===== config.mk =====
export PLATFORM = sky130hd
export DESIGN_NAME = spcr_bank
export DESIGN_NICKNAME = d
export VERILOG_FILES = /design/src/verilog/spcr_pkg.sv /design/src/verilog/spcr_bank.sv /design/src/verilog/spcr_reg8.sv
export VERILOG_INCLUDE_DIRS = /design/src /design/src/verilog
export SDC_FILE = /design/constraint.sdc
export NUM_CORES = 1
export LEC_CHECK = 0
export BUFFER_PORTS_ARGS = -buffer_cell sky130_fd_sc_hd__buf_2
export CORE_ASPECT_RATIO = 0.8
export CORE_MARGIN = 2
export CORE_UTILIZATION = 42
export CTS_CLUSTER_DIAMETER = 60
export CTS_CLUSTER_SIZE = 40
export DETAILED_ROUTE_END_ITERATION = 10
export GPL_TIMING_DRIVEN = 0
export PLACE_DENSITY_LB_ADDON = 0.3
export SLEW_MARGIN = 20
export SYNTH_ARGS = -nofsm -noshare
export SYNTH_HDL_FRONTEND = slang
export SYNTH_SLANG_ARGS = --single-unit

===== constraint.sdc =====
create_clock -name i_clk -period 3 [get_ports i_clk]
set_input_delay 0.6 -clock i_clk [delete_from_list [all_inputs] [get_ports i_clk]]
set_output_delay 0.6 -clock i_clk [all_outputs]
set_load 0.005 [all_outputs]

===== src/verilog/spcr_params.svh =====
// Purpose: Named constants for the serial configuration register bank.
// Assumes: Included by its bare name from the package and the design files.
// Notes: Addresses are the 15-bit register addresses carried in the instruction word.
`ifndef SPCR_PARAMS_SVH
`define SPCR_PARAMS_SVH

// Register addresses.
`define SPCR_ADDR_CFG 15'h0000
`define SPCR_ADDR_PWR 15'h0002
`define SPCR_ADDR_CLASS 15'h0003
`define SPCR_ADDR_HOLD 15'h0010

// Reset values and the read value of unmapped addresses.
`define SPCR_RST_CFG 8'h30
`define SPCR_RST_PWR 8'h00
`define SPCR_RST_CLASS 8'h00
`define SPCR_RST_HOLD 8'h00
`define SPCR_RD_UNMAPPED 8'h00

// Field positions and codes.
`define SPCR_BIT_SRST 7
`define SPCR_BIT_ASCEND 5
`define SPCR_BIT_HOLD 0
`define SPCR_BIT_OUTFLAG 4
`define SPCR_MODE_NORMAL 2'h0
`define SPCR_MODE_PDOWN 2'h3
// Device-class code; the value is arbitrary.
`define SPCR_CLASS_CODE 4'hA

// Serial framing: 16 instruction bits, then 8-bit data bytes.
`define SPCR_INSTR_LAST 5'h0F
`define SPCR_BYTE_LAST 5'h07
`define SPCR_BIT_RW 15

// Soft reset timing.
`define SPCR_SRST_NS 750
`define SPCR_CLK_NS 5
`define SPCR_SRST_CYC ((`SPCR_SRST_NS) / (`SPCR_CLK_NS))
`define SPCR_SRST_LOAD 8'(`SPCR_SRST_CYC - 2)
`define SPCR_CNT_ZERO 8'h00
`define SPCR_CNT_ONE 8'h01

`endif


===== src/verilog/spcr_pkg.sv =====
// Purpose: Types shared by the serial configuration register bank.
// Assumes: Constants come from spcr_params.svh.
// Notes: Holds only the serial engine state type.
`default_nettype none
`include "spcr_params.svh"
package spcr_pkg;
   // Serial engine phase within one chip-select frame.
   typedef enum logic {SPCR_INSTR, SPCR_DATA} spcr_phase_t;
endpackage
`default_nettype wire


===== src/verilog/spcr_bank.sv =====
// Purpose: Base configuration registers of the converter behind a four-wire serial port.
// Assumes: Serial pins are synchronous to i_clk and the serial clock is well below i_clk/4.
// Notes: Mode 0 framing: 16-bit instruction (read flag, 15-bit address), then data bytes.
`timescale 1ns/1ps
`default_nettype none
`include "spcr_params.svh"
// Summary of operation
// - Writing one to config bit 7 resets the chip and every register.
// - The soft reset bit clears itself once the reset is done.
// - The soft reset completes within 750 ns of the setting write.
// - Config bit 5, reset one, selects ascending else descending streaming addresses.
// - Config bit 4 always reads one; reads use only the separate output line.
// - Mode field 0 is normal operation, 3 is power down; 1 and 2 reserved.
// - Device-class bits 3:0 always return the fixed class code.
// - After any reset the interface config register reads 0x30.
// - After any reset the power-state register reads 0x00.
// - Fixed-address streaming bit holds the address; otherwise direction bit steps.
module spcr_bank (
   // Clock and reset.
   input wire logic i_clk,
   input wire logic i_arst_n,
   // Serial port.
   input wire logic i_sclk,
   input wire logic i_cs_n,
   input wire logic i_sdi,
   output logic o_sdo,
   output logic o_sdo_oe_n,
   // Chip control.
   output logic o_chip_reset,
   output logic o_power_down,
   output logic [1:0] o_operating_mode
);
   import spcr_pkg::*;

   spcr_pkg::spcr_phase_t phase;
   logic sclk_q;
   logic [4:0] bit_cnt;
   logic [15:0] shreg;
   logic [14:0] addr;
   logic is_read;
   logic [7:0] tx;
   logic [7:0] srst_cnt;
   logic [7:0] cfg_q;
   logic [7:0] pwr_q;
   logic [7:0] class_q;
   logic [7:0] hold_q;
   logic rise;
   logic fall;
   logic [15:0] next_shreg;
   logic instr_done;
   logic data_done;
   logic wr_en;
   logic srst_req;
   logic [14:0] next_addr;
   logic [7:0] cfg_rd;
   logic [7:0] class_rd;

   // Serial clock edges seen in the system clock domain.
   assign rise = i_sclk && !sclk_q;
   assign fall = !i_sclk && sclk_q;
   assign next_shreg = {shreg[14:0], i_sdi};
   assign instr_done = rise && (phase == SPCR_INSTR) && (bit_cnt == `SPCR_INSTR_LAST);
   assign data_done = rise && (phase == SPCR_DATA) && (bit_cnt == `SPCR_BYTE_LAST);
   assign wr_en = data_done && !is_read;
   assign srst_req = wr_en && (addr == `SPCR_ADDR_CFG) && next_shreg[`SPCR_BIT_SRST];

   // Address stepping for streaming transfers.
   always_comb
   begin
      if (hold_q[`SPCR_BIT_HOLD])
         next_addr = addr;
      else if (cfg_q[`SPCR_BIT_ASCEND])
         next_addr = 15'(addr + 15'h0001);
      else
         next_addr = 15'(addr - 15'h0001);
   end

   // Read views: bit 7 shows a soft reset still running, bit 4 is hard-wired high.
   assign cfg_rd = {o_chip_reset, cfg_q[6:5], 1'b1, cfg_q[3:0]};
   assign class_rd = {class_q[7:4], `SPCR_CLASS_CODE};

   // Read data mux; unmapped addresses return zero.
   function automatic logic [7:0] read_reg(input logic [14:0] a);
      logic [7:0] d;
      d = `SPCR_RD_UNMAPPED;
      if (a == `SPCR_ADDR_CFG)
         d = cfg_rd;
      else if (a == `SPCR_ADDR_PWR)
         d = pwr_q;
      else if (a == `SPCR_ADDR_CLASS)
         d = class_rd;
      else if (a == `SPCR_ADDR_HOLD)
         d = hold_q;
      return d;
   endfunction

   // Serial clock history for edge detection.
   always_ff @(posedge i_clk or negedge i_arst_n)
   begin
      if (!i_arst_n)
         sclk_q <= 1'b0;
      else
         sclk_q <= i_sclk;
   end

   // Frame engine. It stays idle during a soft reset, because the host
   // must leave the port alone then and any half frame would be garbage.
   always_ff @(posedge i_clk or negedge i_arst_n)
   begin
      if (!i_arst_n)
      begin
         phase <= SPCR_INSTR;
         bit_cnt <= 5'h00;
         shreg <= 16'h0000;
         addr <= 15'h0000;
         is_read <= 1'b0;
      end
      else if (i_cs_n || o_chip_reset)
      begin
         phase <= SPCR_INSTR;
         bit_cnt <= 5'h00;
      end
      else if (rise)
      begin
         shreg <= next_shreg;
         case (phase)
            SPCR_INSTR:
            begin
               if (bit_cnt == `SPCR_INSTR_LAST)
               begin
                  is_read <= next_shreg[`SPCR_BIT_RW];
                  addr <= next_shreg[14:0];
                  phase <= SPCR_DATA;
                  bit_cnt <= 5'h00;
               end
               else
                  bit_cnt <= 5'(bit_cnt + 5'h01);
            end
            SPCR_DATA:
            begin
               if (bit_cnt == `SPCR_BYTE_LAST)
               begin
                  addr <= next_addr;
                  bit_cnt <= 5'h00;
               end
               else
                  bit_cnt <= 5'(bit_cnt + 5'h01);
            end
            default:
               phase <= SPCR_INSTR;
         endcase
      end
   end

   // Read path: load a byte at each byte boundary, shift out on falling edges.
   // Only the dedicated output line is ever driven with read data.
   always_ff @(posedge i_clk or negedge i_arst_n)
   begin
      if (!i_arst_n)
      begin
         tx <= 8'h00;
         o_sdo <= 1'b0;
      end
      else if (instr_done)
         tx <= read_reg(next_shreg[14:0]);
      else if (data_done)
         tx <= read_reg(next_addr);
      else if (fall && (phase == SPCR_DATA) && !i_cs_n)
      begin
         o_sdo <= tx[7];
         tx <= {tx[6:0], 1'b0};
      end
   end

   // Output enable follows chip select so the line is released between frames.
   always_ff @(posedge i_clk or negedge i_arst_n)
   begin
      if (!i_arst_n)
         o_sdo_oe_n <= 1'b1;
      else
         o_sdo_oe_n <= i_cs_n;
   end

   // Soft reset window: the pulse is sized so it ends within the allowed time.
   always_ff @(posedge i_clk or negedge i_arst_n)
   begin
      if (!i_arst_n)
      begin
         o_chip_reset <= 1'b0;
         srst_cnt <= `SPCR_CNT_ZERO;
      end
      else if (srst_req && !o_chip_reset)
      begin
         o_chip_reset <= 1'b1;
         srst_cnt <= `SPCR_SRST_LOAD;
      end
      else if (o_chip_reset)
      begin
         if (srst_cnt == `SPCR_CNT_ZERO)
            o_chip_reset <= 1'b0;
         else
            srst_cnt <= 8'(srst_cnt - `SPCR_CNT_ONE);
      end
   end

   // Registers; all are cleared for the whole soft reset window.
   spcr_reg8 #(.RESET_VAL(`SPCR_RST_CFG)) u_cfg (
      .i_clk(i_clk),
      .i_arst_n(i_arst_n),
      .i_clr(o_chip_reset),
      .i_we(wr_en && (addr == `SPCR_ADDR_CFG)),
      .i_wdata(next_shreg[7:0]),
      .o_q(cfg_q)
   );
   spcr_reg8 #(.RESET_VAL(`SPCR_RST_PWR)) u_pwr (
      .i_clk(i_clk),
      .i_arst_n(i_arst_n),
      .i_clr(o_chip_reset),
      .i_we(wr_en && (addr == `SPCR_ADDR_PWR)),
      .i_wdata(next_shreg[7:0]),
      .o_q(pwr_q)
   );
   spcr_reg8 #(.RESET_VAL(`SPCR_RST_CLASS)) u_class (
      .i_clk(i_clk),
      .i_arst_n(i_arst_n),
      .i_clr(o_chip_reset),
      .i_we(wr_en && (addr == `SPCR_ADDR_CLASS)),
      .i_wdata(next_shreg[7:0]),
      .o_q(class_q)
   );
   spcr_reg8 #(.RESET_VAL(`SPCR_RST_HOLD)) u_hold (
      .i_clk(i_clk),
      .i_arst_n(i_arst_n),
      .i_clr(o_chip_reset),
      .i_we(wr_en && (addr == `SPCR_ADDR_HOLD)),
      .i_wdata(next_shreg[7:0]),
      .o_q(hold_q)
   );

   // Operating state outputs; reserved codes pass through as written.
   always_ff @(posedge i_clk or negedge i_arst_n)
   begin
      if (!i_arst_n)
      begin
         o_operating_mode <= `SPCR_MODE_NORMAL;
         o_power_down <= 1'b0;
      end
      else
      begin
         o_operating_mode <= pwr_q[1:0];
         o_power_down <= (pwr_q[1:0] == `SPCR_MODE_PDOWN);
      end
   end

   // Checks.
   localparam int SRST_MAX = `SPCR_SRST_CYC - 1;
endmodule
`default_nettype wire


===== src/verilog/spcr_reg8.sv =====
// Purpose: One 8-bit writable register with a synchronous clear.
// Assumes: Single clock, asynchronous active-low reset.
// Notes: The clear wins over a write so a soft reset leaves the reset value.
`timescale 1ns/1ps
`default_nettype none
module spcr_reg8 #(
   parameter logic [7:0] RESET_VAL = 8'h00
) (
   // Clock and reset.
   input wire logic i_clk,
   input wire logic i_arst_n,
   // Control.
   input wire logic i_clr,
   input wire logic i_we,
   input wire logic [7:0] i_wdata,
   // Stored value.
   output logic [7:0] o_q
);
   // Clear has priority so no write can survive the soft reset window.
   always_ff @(posedge i_clk or negedge i_arst_n)
   begin
      if (!i_arst_n)
         o_q <= RESET_VAL;
      else if (i_clr)
         o_q <= RESET_VAL;
      else if (i_we)
         o_q <= i_wdata;
   end
endmodule
`default_nettype wire


==> impl_metrics.toml <==
[placed_design]
place_inst = 728
place.gp.congestion = 0.922
port_buffers = 9
dp_hpwl_mm = 10.0

[run_status]
failed_checks = "negative setup slack"
outcome = "finished with violations"

[route]
wl_per_cell_um = 18.8
num_vias = 4629
ant_nets = 0
vias_per_cell = 6.15
drtPass1Iterations = 5
drt-initial-drc-count = 414
wl_mm = 14.2
drc_errors = 0

[yosys]
synth_top_area_cell = "dfrtp_1"
netlist.area_leader.share_pct = 40.4
synthesis.nets = 590
ys_seq_elements = 86
yosysUniqueCellTypes = 66
synthTopCellsByArea = "dfrtp_1 40%, mux2_2 4.8%, a21oi_1 4.4%"
synth_area_per_cell_um2 = 9.19
ys_seq_area_share_pct = 41.4
synth_edf_count = 0
synth_flop_cell = "dfrtp_1"
yosysWarnings = 0
synth_cells = 566
syn_area_um2 = 5200
async_reset_ff_share_pct = 100

[sta]
setup_slack_ps = -372
clock_skew_ps = 5.95
setup_viol = 9
fmax_ghz = 0.297
min_period_ps = 3370
slew_headroom_pct = 36.1
tightest_slew_ps = 957
rsz0062_at_grt = "true"
setup_tns_ps = -2760
min_period_over_period_pct = 112
hold_viol_final = 0
maxSlewViolCount = 0
fin_hold_ws_ps = 200

[setup_path]
cp_data_arrival_time_ps = 3630
crit_chain = "clkinvlp_4, buf_6, fa_2, a21o_1, a221oi_4, nor4_2, o41a_1, a211o_1, nor4b_4, buf_4, nand4b_4, o31ai_2"
crit_buf_inv = 3
reg2reg_from = "u_cfg.o_q[5]"
critical_path.max_stage_delay_ps = 580
cpMaxStageDelayCell = "dfstp_2"
crit_family = "compound AO/OA/AOI/OAI gates"
setup.worst_path.start = "u_cfg.o_q[5]"
endpoint_kind = "flip-flop"
worst-path-max-fanout = 6
critPathLaunchType = "flip-flop"
setup.worst_path.class = "reg -> reg"
required_ps = 3260

[floorplan]
dieArea_um2 = 13300
initial_core_util_pct = 42.9
die-width_um = 128
core-area_um2 = 12100
io_pins = 11
row_count = 36
die_h_um = 104

[min_path]
hold_class = "in -> async"

[pwr]
irDropWorstVdd_mv = 0.220
p_int_mw = 1.77
clockPowerShare_pct = 46.1
switchingPower_mw = 0.510
switching_share_pct = 22.3
power_mw = 2.28
leakagePower_nw = 2.61
pwr-share-comb_pct = 2.6
power_density_nw_per_um2 = 377
power.share.sequential_pct = 51.3

[grt]
grt_overflow_total = 0
track_usage_pct = 21.2
first_global_vias = 4248
grt_pass1_wl_mm = 22.1
grt_max_degree = 58
antenna_found_initial = 0

[finish]
fin_cells = 753
areaGrowthSynthToFinish_pct = 16.3
fillCellCount = 1109
drive_above_1_share_pct = 18.1
diodes = 0
fin_nets = 620
final_common_cell = "dfrtp_1"
mostFrequentLayoutCells = "84 x dfrtp_1, 58 x nor2_1, 56 x nand2_1"
regArea_um2 = 2150
multi_input_area_um2 = 3090

[run]
cap_violations = 0

[clock_network]
clkTransAtPathRegs_ps = 70
cts_buffers = 9
cts_sinks = 86
clockBufferDepth = 2
clockRootBuffer = "clkbuf_16"
clock_latency_ps = 340
htree_levels = 3
cts_tree = "done"
## through the flow
step | cell area, um2 | setup slack, ps | utilization [%]
floorplan | 5200 | -263 | -
CTS | 5920 | -384 | 48.8
global route | 6050 | -456 | 49.9
global placement | 5440 | -852 | 44.9
detailed placement | 5480 | -926 | 45.2
finish | 6050 | -372 | 49.9
## power groups by stage
stage	Sequential (mW)	Combinational [mW]	Clock, mW
floorplan	1.19	0.0212	0
global placement	1.19	0.0540	0
detailed placement	1.19	0.0609	0
CTS	1.17	0.0611	1.07
global route	1.17	0.0674	1.12
finish	1.17	0.0598	1.05
## worst reg2reg max path, cell delays in order, from the launching register on
cell and delay [ps]:
dfstp_2 580, clkinvlp_4 110, buf_6 150, fa_2 340, a21o_1 210, a221oi_4 330
nor4_2 60, o41a_1 420, a211o_1 340, nor4b_4 210, buf_4 180, nand4b_4 130
o31ai_2 220
## area by class of cell
class	count	area share, %
repair buffers	23	2.98
flip-flops and latches	86	35.6
clock buffers	12	4.08
well taps	152	3.15
plain buffers	27	1.76
clock inverters	4	0.497
multi-input cells	437	51.1
inverters	12	0.807
## final timing paths
check                      slack, ps            to  cells after the start
setup / recovery                -370         tx[2]                     12
hold / removal                   200    bit_cnt[2]                      1
setup reg to reg                -370         tx[2]                     12
hold reg to reg                  470         o_sdo                      2
max in group asynchronous       2130  u_cfg.o_q[5]                      2
min in group i_clk               380    o_sdo_oe_n                      1
## metal layers
metal / vias to the layer above / global-route usage [%] / routed length [um]
li1: 2160 / - / -
met1: 2268 / 30.4 / 6530
met2: 182 / 30.1 / 6150
met3: 19 / 7.95 / 1320
met4: 0 / 5.65 / 182
met5: - / 0 / 0
## cell families (layout without fill, tap and decap cells)
| group | Yosys count | count (layout) | synth area share (%) |
|---|---|---|---|
| flip-flops | 86 | 86 | 41.4 |
| adder cells (fa/ha/maj) | 19 | 19 | 4.72 |
| XOR/XNOR | 16 | 16 | 2.69 |
| buffers and inverters | 43 | 78 | 3.20 |
| AND/OR/NAND/NOR | 218 | 218 | 21.4 |
| AO/OA/AOI/OAI | 143 | 143 | 18.1 |
| multiplexers | 41 | 41 | 8.42 |
## registers in the layout, indices dropped and copies added (netlist names), 2 cells and up
signal and flops:
u_class.o_q 4, u_cfg.o_q 6, addr 15, u_hold.o_q 8, srst_cnt 8, u_pwr.o_q 8
bit_cnt 5, tx 8, shreg 15, o_operating_mode 2
## cells in the mapped netlist, types with 5 or more instances
cell / instances
clkbuf_1: 25
a21oi_1: 46
o22ai_1: 17
mux2i_1: 19
a21o_1: 8
inv_1: 12
nand4_1: 7
and3_1: 6
nor4_1: 6
o21ai_0: 18
a31oi_1: 9
nor3_1: 16
nand3_1: 18
nand2_1: 58
ha_1: 18
nand2b_1: 5
xor2_1: 8
nor3b_1: 6
a222oi_1: 6
dfrtp_1: 84
xnor2_1: 8
mux2_2: 22
nor2_1: 61
## what timing repair did
item,in CTS,in global routing
endpoints found under the setup margin,22,21
hold buffers,0,0
pin swaps,16,3
hold endpoints to repair,0,0
setup buffers,7,6
gates resized for setup,23,17
Note: power is estimated with default switching activity, not from simulation.
